**config.mk**
```make
export PLATFORM = sky130hd
export DESIGN_NAME = pmbaf_top
export DESIGN_NICKNAME = d
export VERILOG_FILES = /design/src/include/pmbaf_pkg.sv /design/src/verilog/pmbaf_top.sv
export SDC_FILE = /design/constraint.sdc
export NUM_CORES = 1
export LEC_CHECK = 0
export ABC_AREA = 1
export BUFFER_PORTS_ARGS = -buffer_cell sky130_fd_sc_hd__buf_2
export CORE_MARGIN = 8
export CORE_UTILIZATION = 40
export DETAILED_ROUTE_END_ITERATION = 16
export GPL_ROUTABILITY_DRIVEN = 0
export GPL_TIMING_DRIVEN = 0
export PLACE_DENSITY_LB_ADDON = 0.05
export SETUP_SLACK_MARGIN = 0.2
export SLEW_MARGIN = 20
export SYNTH_ARGS = -nofsm -noshare
export SYNTH_HDL_FRONTEND = slang
export SYNTH_SLANG_ARGS = --single-unit
```
**constraint.sdc**
```tcl
create_clock -name clk -period 3.04 [get_ports clk]
set_input_delay 0.304 -clock clk [delete_from_list [all_inputs] [get_ports clk]]
set_output_delay 0.304 -clock clk [all_outputs]
set_load 0.01 [all_outputs]
```
**src/include/pmbaf_pkg.sv**
```systemverilog
`default_nettype none

package pmbaf_pkg;

  // ==========================================================================
  // Address and register map
  // ==========================================================================
  localparam logic [3:0] ADDR_FIXED            = 4'h2;
  localparam logic [7:0] OUTPUT_VOLTAGE_FORMAT = 8'h20;
  localparam logic [2:0] LINEAR_MODE           = 3'h0;

  // ==========================================================================
  // Linear field layout
  // ==========================================================================
  localparam int         EXP_W       = 5;
  localparam int         MANT11_W    = 11;
  localparam int         MANT16_W    = 16;
  localparam int         EXP_LSB     = 11;

  // ==========================================================================
  // Byte framing and packet check
  // ==========================================================================
  localparam logic [3:0] BIT_LAST    = 4'h7;
  localparam logic [3:0] BIT_DONE    = 4'h8;
  localparam logic [7:0] CRC_POLY    = 8'h07;
  localparam logic [7:0] CRC_INIT    = 8'h00;

  // ==========================================================================
  // Reset values
  // ==========================================================================
  localparam logic [2:0]  STRAP_RST  = 3'h7;
  localparam logic [7:0]  BYTE_RST   = 8'h00;
  localparam logic [15:0] WORD_RST   = 16'h0000;

  typedef enum logic [2:0] {
    ST_IDLE = 3'b000,
    ST_RX   = 3'b001,
    ST_ACK  = 3'b011,
    ST_TX   = 3'b010,
    ST_MACK = 3'b110
  } pmbaf_state_e;

  // ==========================================================================
  // Helpers
  // ==========================================================================
  function automatic logic [7:0] crc8(input logic [7:0] crc, input logic [7:0] data);
    logic [7:0] c;
    c = crc ^ data;
    for (int i = 0; i < 8; i++) begin
      c = c[7] ? ((c << 1) ^ CRC_POLY) : (c << 1);
    end
    return c;
  endfunction

  function automatic logic [15:0] lin11_pack(input logic [4:0] e, input logic [10:0] m);
    return {e, m};
  endfunction

  function automatic logic [7:0] format_byte(input logic [4:0] e);
    return {LINEAR_MODE, e};
  endfunction

endpackage

`default_nettype wire

```
**src/verilog/pmbaf_top.sv**
```systemverilog
// Notes on behaviour
// - The slave address is 0010 in bits 6 to 3, with strap pins two, one and zero in bits 2, 1 and 0.
// - A strap pin tied to signal ground reads 0 and an open pin, pulled up, reads 1.
// - The output-voltage format byte returns 000 in bits 7:5 to mark the linear encoding.
// - The output-voltage exponent is a 5-bit signed two's-complement number.
// - Output voltage carries a 16-bit unsigned mantissa, value being mantissa times two to the exponent.
// - Other quantities carry an 11-bit two's-complement mantissa scaled by two to the exponent.
// - Other quantities carry a 5-bit two's-complement exponent chosen per quantity.
// - The alert output is driven while a status or alarm condition is active.
// - Reads end with a packet check byte that the master may use or skip.
`default_nettype none

module pmbaf_top (
  input  wire logic        clk,
  input  wire logic        rst_n,
  input  wire logic        scl_i,
  input  wire logic        sda_i,
  output logic             sda_o,
  output logic             sda_oe,
  input  wire logic        addr_strap_bit0,
  input  wire logic        addr_strap_bit1,
  input  wire logic        addr_strap_bit2,
  input  wire logic        status_active,
  output logic             alert_out_o,
  output logic             alert_out_oe,
  output logic [6:0]       slave_addr_q,
  input  wire logic [4:0]  vout_exp,
  output logic [7:0]       fmt_byte_q,
  input  wire logic [15:0] vout_word,
  output logic [15:0]      vout_mant_q,
  input  wire logic [10:0] lin11_mant,
  input  wire logic [4:0]  lin11_exp,
  output logic [15:0]      lin11_word_q,
  input  wire logic [15:0] lin11_word,
  output logic [10:0]      lin11_mant_q,
  output logic [4:0]       lin11_exp_q
);

  // ==========================================================================
  // Synchronisers
  // ==========================================================================
  logic [2:0] strap_m_q;
  logic [2:0] strap_s_q;
  logic       scl_m_q;
  logic       scl_s_q;
  logic       scl_p_q;
  logic       sda_m_q;
  logic       sda_s_q;
  logic       sda_p_q;

  always_ff @(posedge clk or negedge rst_n) begin
    if (!rst_n) begin
      strap_m_q <= pmbaf_pkg::STRAP_RST;
      strap_s_q <= pmbaf_pkg::STRAP_RST;
      scl_m_q   <= 1'b1;
      scl_s_q   <= 1'b1;
      scl_p_q   <= 1'b1;
      sda_m_q   <= 1'b1;
      sda_s_q   <= 1'b1;
      sda_p_q   <= 1'b1;
    end else begin
      strap_m_q <= {addr_strap_bit2, addr_strap_bit1, addr_strap_bit0};
      strap_s_q <= strap_m_q;
      scl_m_q   <= scl_i;
      scl_s_q   <= scl_m_q;
      scl_p_q   <= scl_s_q;
      sda_m_q   <= sda_i;
      sda_s_q   <= sda_m_q;
      sda_p_q   <= sda_s_q;
    end
  end

  logic scl_rise;
  logic scl_fall;
  logic bus_start;
  logic bus_stop;

  assign scl_rise  = scl_s_q & ~scl_p_q;
  assign scl_fall  = ~scl_s_q & scl_p_q;
  assign bus_start = scl_s_q & scl_p_q & ~sda_s_q & sda_p_q;
  assign bus_stop  = scl_s_q & scl_p_q & sda_s_q & ~sda_p_q;

  // ==========================================================================
  // Address, format byte and linear fields
  // ==========================================================================
  always_ff @(posedge clk or negedge rst_n) begin
    if (!rst_n) begin
      slave_addr_q <= {pmbaf_pkg::ADDR_FIXED, pmbaf_pkg::STRAP_RST};
      fmt_byte_q   <= pmbaf_pkg::BYTE_RST;
      vout_mant_q  <= pmbaf_pkg::WORD_RST;
      lin11_word_q <= pmbaf_pkg::WORD_RST;
      lin11_mant_q <= pmbaf_pkg::WORD_RST[10:0];
      lin11_exp_q  <= pmbaf_pkg::WORD_RST[4:0];
    end else begin
      slave_addr_q <= {pmbaf_pkg::ADDR_FIXED, strap_s_q};
      fmt_byte_q   <= pmbaf_pkg::format_byte(vout_exp);
      vout_mant_q  <= vout_word;
      lin11_word_q <= pmbaf_pkg::lin11_pack(lin11_exp, lin11_mant);
      lin11_mant_q <= lin11_word[10:0];
      lin11_exp_q  <= lin11_word[15:pmbaf_pkg::EXP_LSB];
    end
  end

  // ==========================================================================
  // Alert pin
  // ==========================================================================
  always_ff @(posedge clk or negedge rst_n) begin
    if (!rst_n) begin
      alert_out_oe <= 1'b0;
    end else begin
      alert_out_oe <= status_active;
    end
  end

  assign alert_out_o = 1'b0;

  // ==========================================================================
  // Bus slave
  // ==========================================================================
  pmbaf_pkg::pmbaf_state_e state_q;
  logic [3:0] bit_cnt_q;
  logic [7:0] shreg_q;
  logic [7:0] crc_q;
  logic       is_addr_q;
  logic       rw_q;
  logic       got_cmd_q;
  logic       in_xfer_q;
  logic       tx_sel_q;
  logic       mack_q;
  logic       rx_accept;

  always_comb begin
    if (is_addr_q) begin
      rx_accept = (shreg_q[7:1] == slave_addr_q);
    end else begin
      rx_accept = !got_cmd_q && (shreg_q == pmbaf_pkg::OUTPUT_VOLTAGE_FORMAT);
    end
  end

  always_ff @(posedge clk or negedge rst_n) begin
    if (!rst_n) begin
      state_q   <= pmbaf_pkg::ST_IDLE;
      bit_cnt_q <= 4'h0;
      shreg_q   <= pmbaf_pkg::BYTE_RST;
      crc_q     <= pmbaf_pkg::CRC_INIT;
      is_addr_q <= 1'b0;
      rw_q      <= 1'b0;
      got_cmd_q <= 1'b0;
      in_xfer_q <= 1'b0;
      tx_sel_q  <= 1'b0;
      mack_q    <= 1'b1;
    end else if (bus_start) begin
      state_q   <= pmbaf_pkg::ST_RX;
      bit_cnt_q <= 4'h0;
      is_addr_q <= 1'b1;
      in_xfer_q <= 1'b1;
      tx_sel_q  <= 1'b0;
      if (!in_xfer_q) begin
        crc_q     <= pmbaf_pkg::CRC_INIT;
        got_cmd_q <= 1'b0;
      end
    end else if (bus_stop) begin
      state_q   <= pmbaf_pkg::ST_IDLE;
      in_xfer_q <= 1'b0;
    end else begin
      case (state_q)
        pmbaf_pkg::ST_RX: begin
          if (scl_rise && bit_cnt_q != pmbaf_pkg::BIT_DONE) begin
            shreg_q   <= {shreg_q[6:0], sda_s_q};
            bit_cnt_q <= bit_cnt_q + 4'h1;
          end else if (scl_fall && bit_cnt_q == pmbaf_pkg::BIT_DONE) begin
            if (rx_accept) begin
              state_q <= pmbaf_pkg::ST_ACK;
              crc_q   <= pmbaf_pkg::crc8(crc_q, shreg_q);
              if (is_addr_q) begin
                rw_q <= shreg_q[0];
              end else begin
                got_cmd_q <= 1'b1;
              end
            end else begin
              state_q <= pmbaf_pkg::ST_IDLE;
            end
          end
        end
        pmbaf_pkg::ST_ACK: begin
          if (scl_fall) begin
            bit_cnt_q <= 4'h0;
            if (rw_q) begin
              state_q  <= pmbaf_pkg::ST_TX;
              shreg_q  <= fmt_byte_q;
              crc_q    <= pmbaf_pkg::crc8(crc_q, fmt_byte_q);
              tx_sel_q <= 1'b0;
            end else begin
              state_q   <= pmbaf_pkg::ST_RX;
              is_addr_q <= 1'b0;
            end
          end
        end
        pmbaf_pkg::ST_TX: begin
          if (scl_fall) begin
            if (bit_cnt_q == pmbaf_pkg::BIT_LAST) begin
              state_q <= pmbaf_pkg::ST_MACK;
            end else begin
              shreg_q   <= {shreg_q[6:0], 1'b0};
              bit_cnt_q <= bit_cnt_q + 4'h1;
            end
          end
        end
        pmbaf_pkg::ST_MACK: begin
          if (scl_rise) begin
            mack_q <= sda_s_q;
          end else if (scl_fall) begin
            if (!mack_q && !tx_sel_q) begin
              state_q   <= pmbaf_pkg::ST_TX;
              shreg_q   <= crc_q;
              tx_sel_q  <= 1'b1;
              bit_cnt_q <= 4'h0;
            end else begin
              state_q <= pmbaf_pkg::ST_IDLE;
            end
          end
        end
        default: begin
          state_q <= pmbaf_pkg::ST_IDLE;
        end
      endcase
    end
  end

  assign sda_o  = 1'b0;
  assign sda_oe = (state_q == pmbaf_pkg::ST_ACK) || ((state_q == pmbaf_pkg::ST_TX) && !shreg_q[7]);
endmodule

`default_nettype wire

```
; ---- Word level (Yosys, flattened, before mapping)
; Index checks and enable logic that the tools add are counted.
[op_classes]
n_reduce_logical = 29
n_mux = 81
eq_ne = 40
n_addsub = 1
bitwise_logic = 32
[ops]
columns = op, n
row1 = $mux 8, 16
row2 = $mux 3, 25
row3 = $not 3->3, 16
row4 = $mux 4, 9
row5 = $ne 3x3->1 const B, 11
row6 = $ne 4x4->1 const B, 8
row7 = $pmux 8 s4, 1
row8 = $reduce_and 7->1, 4
row9 = $ne 2x2->1 const B, 13
row10 = $mux 1, 23
row11 = $pmux 4 s4, 1
row12 = $pmux 8 s2, 1
row13 = $pmux 3 s4, 1
row14 = $reduce_bool 2->1, 6
row15 = $reduce_and 11->1, 1
row16 = $reduce_and 9->1, 1
row17 = $eq 8x6->1 const B, 1
row18 = $reduce_and 4->1, 2
row19 = $reduce_and 8->1, 1
row20 = $xor 8x5->8, 1
row21 = $xor 8x8->8, 1
row22 = $and 1x1->1, 7
row23 = $eq 7x5->1, 1
row24 = $not 1->1, 7
row25 = other kinds (14), 25
[totals]
in_bits = 61
out_inout_bits = 67
regBits = 98
elab_cells = 208

; ---- Logic depth before layout (Yosys ltp)
[logic_depth]
ltp_word = 23
depth_mapped = 13

; ---- Least setup slack after synthesis
; OpenSTA, ideal clock, no wires.
[synth_timing]
kind = reg-to-reg
from = reg scl_s_q
to = reg crc_q[3]
arrival_ps = 1508
path_stages_with_launch = 9
setup_slack_ps = 1406
t_required_ps = 2914
n_path_buf = 1
cell_sequence = dfstp_2 > nand2_2 > nor3_4 > a21oi_1 > nor3_2 > nand2_4 > buf_6 > nand2_1 > o21ai_0
[synth_between]
elab_chain_len = 5
word_cells_on_any_way = 20
cone_classes = 7 x eq/ne / 1 x mux / 8 x bitwise / 4 x reduce/logical
[synth_rtl]
columns = element, line_no
row1 = "start, declared", pmbaf_top.sv:45  ; logic scl_s_q;
row2 = "start signal, assigned", pmbaf_top.sv:65  ; scl_s_q <= scl_m_q;
row3 = $and 1x1->1 or $not 1->1 (tied branches), "pmbaf_top.sv:80, pmbaf_top.sv:81, pmbaf_top.sv:79"
row4 = "$and 1x1->1, on equally long branches", "pmbaf_top.sv:80, pmbaf_top.sv:79, pmbaf_top.sv:81"
row5 = "$and 1x1->1, or another cell as far along", pmbaf_top.sv:80  ; assign bus_start = scl_s_q & scl_p_q & ~sda_s_q & sda_p_q;
row6 = "$ne 3x3->1 (no line), or another cell as far along", n/a
row7 = $reduce_and 8->1 (no line), n/a
row8 = "end signal, assigned", pmbaf_top.sv:145  ; crc_q <= pmbaf_pkg::CRC_INIT;
row9 = "end signal, assigned", pmbaf_top.sv:159  ; crc_q <= pmbaf_pkg::CRC_INIT;
row10 = "end signal, assigned", pmbaf_top.sv:174  ; crc_q <= pmbaf_pkg::crc8(crc_q, shreg_q);
row11 = "end, declared", pmbaf_top.sv:123  ; logic [7:0] crc_q;
; Several ways; a longest one is shown, not always the timed one.
; A chain may end at the register's enable or synchronous reset.

; ---- Final worst setup path
; Same ends and word-level chain as after synthesis.

==> impl_metrics.env <==
export IMPL_fmax_ghz=0.513
export IMPL_yosys_warnings=0
export IMPL_diodes=0
export IMPL_rr_startpoint="scl_s_q"
export IMPL_antenna_found_initial=0
export IMPL_drt_iter0_drc=147
export IMPL_ioPinCount=128
export IMPL_maxCapViolations=0
export IMPL_endpoint_kind="flip-flop"
export IMPL_crit_arrival_ns=2.19
export IMPL_final_antenna_net_count=0
export IMPL_die_area_mm2=0.0141
export IMPL_numCtsBuffers=9
export IMPL_met1Wirelength_um=4310
export IMPL_worst_pin_slew_ns=0.532
export IMPL_layout_min_cycle_time_ns=1.95
export IMPL_rr_worst_depth=8
export IMPL_power_density_mw_per_mm2=772
export IMPL_post_cts_resized=0
export IMPL_register_area_mm2=0.00247
export IMPL_numPortBuffers=118
export IMPL_leakagePower_nw=2.74
export IMPL_multiInputGateArea_mm2=0.00150
export IMPL_finalClockSkew_ns=0.00428
export IMPL_clock_latency_ns=0.36
export IMPL_fin_crit_sh_pct=64.1
export IMPL_fin_util_pct=51.0
export IMPL_holdPathEnd="scl_m_q"
export IMPL_ys_ff_latch=98
export IMPL_drive_above_1_share_pct=30.6
export IMPL_hp_class="in2reg"
export IMPL_cts_tree="done"
export IMPL_met2_length_um=4750
export IMPL_outcome="completed"
export IMPL_start_kind="flip-flop"
export IMPL_wl_met3_um=1230
export IMPL_start_util_pct=41.0
export IMPL_syn_to_final_growth_pct=24.5
export IMPL_die_height_um=119
export IMPL_slew_viol_final=0
export IMPL_fill_cells=995
export IMPL_r2r_slack_ns=1.09
export IMPL_grt_max_degree=59
export IMPL_critPathMaxFanout=10
export IMPL_grt_ovfl_total=0
export IMPL_avgRoutedWirePerCell_um=14.2
export IMPL_netlist_cell_type_count=39
export IMPL_grt_util_all_layers_pct=15.5
export IMPL_dp_final_hpwl_um=8110
export IMPL_crit_type="reg2reg"
export IMPL_reg2reg_to="crc_q[3]"
export IMPL_via_per_inst=4.65
export IMPL_setup_violations=0
export IMPL_relSlewSlack_pct=64.5
export IMPL_via_count=3432
export IMPL_first_pass_iters=4
export IMPL_slowest_stage="dfstp_2"
export IMPL_syn_area_per_cell_um2=9.29
export IMPL_min_from="scl_i"
export IMPL_grt_pass1_wl_um=17400
export IMPL_netlist_instances=456
export IMPL_clkSinkCount=98
export IMPL_cpPeakStageDelay_ns=0.60
export IMPL_yosysSeqAreaShare_pct=58.4
export IMPL_ctsLongestPathBuffers=2
export IMPL_irDropWorstVdd_mv=0.407
export IMPL_first_global_vias=3565
export IMPL_dp_cells=718
export IMPL_core_rowCount=37
export IMPL_crit_family="simple AND/OR/NAND/NOR gates"
export IMPL_root_buffer="clkbuf_8"
export IMPL_crit_chain="nand2_2 > nor3_4 > a21oi_1 > nor3_2 > nand2_4 > buf_6 > nand2_1 > o21ai_0"
export IMPL_maxUsedRoutingLayer="met4"
export IMPL_core_mm2=0.0103
export IMPL_drcViolationCount=0
export IMPL_hold_depth=1
export IMPL_syn_area_mm2=0.00423
export IMPL_clk_transition_reported_paths_ns=0.09
export IMPL_hold_violations=0
export IMPL_cp_required_ns=3.29
export IMPL_stdcell_count=738
export IMPL_critPathBufInv=1
export IMPL_htree_num_levels=3
export IMPL_rsz0062_at_grt="false"
export IMPL_fin_tns_setup_ns=0
export IMPL_nets=661
export IMPL_wl_um=10500
export IMPL_die_w_um=119
## report_power, final
| group | internal (mW) | switching [mW] | total [mW] |
|---|---|---|---|
| Sequential | 1.49 | 0.159 | 1.65 |
| Clock | 0.298 | 0.437 | 0.735 |
| Combinational | 0.627 | 1.06 | 1.68 |
## how the worst max path moves through the flow
stage	endpoint	startpoint	depth (start not counted)
after global routing	crc_q[3]	scl_s_q	8
after CTS	crc_q[3]	scl_s_q	8
after detailed placement	crc_q[3]	scl_s_q	8
final	crc_q[3]	scl_s_q	8
after floorplan	crc_q[3]	scl_s_q	8
after global placement	lin11_word_q[5]	rst_n	1
## flip-flops by register name (all words and copies together) (netlist names), 3 cells and up
register / cells
lin11_word_q: 16
fmt_byte_q: 5
crc_q: 8
vout_mant_q: 16
lin11_exp_q: 5
bit_cnt_q: 4
shreg_q: 8
state_q: 3
slave_addr_q: 3
strap_s_q: 3
strap_m_q: 3
lin11_mant_q: 11
## routing by layer
layer | GRT usage [%] | vias to the layer above
met3 | 9.12 | 15
met2 | 24.1 | 129
met4 | 5.38 | 0
li1 | - | 1715
met1 | 17.4 | 1573
met5 | 0 | -
## stage by stage
stage	hold WS [ns]	power (mW)	setup WS, ns	instance area [µm²]
floorplan	0.00841	2.93	1.41	4260
global placement	0.345	3.32	0.672	5020
detailed placement	0.251	3.35	1.11	5050
CTS	0.000523	4.11	1.09	5230
global route	0.00105	4.45	0.934	5270
finish	0.0359	4.07	1.09	5270
## worst register-to-register path: stages (launching register included)
cell and delay [ns]:
dfstp_2 0.60, nand2_2 0.10, nor3_4 0.38, a21oi_1 0.10, nor3_2 0.24, nand2_4 0.13, buf_6 0.16, nand2_1 0.05
o21ai_0 0.07
## synthesized netlist by cell type
cell | n | share of area, %
a21boi_1 | 1 | 0.18
a21oi_1 | 9 | 1.1
a22o_1 | 1 | 0.21
a22oi_1 | 1 | 0.18
buf_1 | 1 | 0.089
buf_2 | 2 | 0.24
buf_4 | 9 | 1.6
buf_6 | 2 | 0.53
clkbuf_1 | 3 | 0.27
conb_1 | 2 | 0.18
dfrtp_1 | 82 | 48
dfstp_2 | 16 | 9.9
ha_1 | 2 | 0.59
inv_1 | 39 | 3.5
inv_2 | 5 | 0.44
inv_6 | 1 | 0.21
nand2_1 | 132 | 12
nand2_2 | 3 | 0.44
nand2_4 | 3 | 0.80
nand3_1 | 40 | 4.7
nand4_1 | 1 | 0.15
nor2_1 | 30 | 2.7
nor2_2 | 3 | 0.44
nor2_4 | 1 | 0.27
nor2_8 | 1 | 0.47
nor3_1 | 1 | 0.12
nor3_2 | 1 | 0.24
nor3_4 | 2 | 0.77
nor4_1 | 2 | 0.30
o211ai_1 | 4 | 0.71
o21ai_0 | 14 | 1.7
o21ai_1 | 16 | 1.9
o21ai_2 | 2 | 0.41
o221ai_1 | 1 | 0.21
o22ai_1 | 4 | 0.59
o31ai_1 | 1 | 0.18
or2_2 | 1 | 0.15
xnor2_1 | 7 | 1.4
xor2_1 | 10 | 2.1
## cell families (layout without fill, tap and decap cells)
| logic type | Yosys count | in the layout | share of synthesized area, % |
|---|---|---|---|
| and+or+nand+nor | 221 | 221 | 23.2 |
| DFF | 98 | 98 | 58.4 |
| buffers and inverters | 62 | 201 | 6.83 |
| AOI/OAI and AO/OA | 54 | 54 | 7.27 |
| xor gates and xnor gates | 17 | 17 | 3.52 |
| adders and majority gates | 2 | 2 | 0.591 |
| other | 2 | 9 | 0.177 |
## layout make-up
| class | instances | area share [%] |
|---|---|---|
| multi-input combinational | 303 | 28.4 |
| timing repair buffer | 124 | 12.8 |
| buffer | 17 | 2.18 |
| clock buffer | 10 | 2.42 |
| inverter | 45 | 3.30 |
| sequential | 98 | 46.9 |
| clock inverter | 5 | 0.712 |
| tap | 136 | 3.23 |
## placed cells by master, fill, tap and decap left out, types with 10 or more instances in the layout
master	instances
nand2_1	132
buf_2	119
dfrtp_1	82
nand3_1	40
inv_1	39
nor2_1	30
o21ai_1	16
dfstp_2	16
o21ai_0	14
xor2_1	10
## what timing repair did
action                                 4_1_cts  5_1_grt
endpoints found under the hold margin       33        4
hold buffers                                 1        4
setup buffers                                0        0
Power figures use the tool's default switching activity.
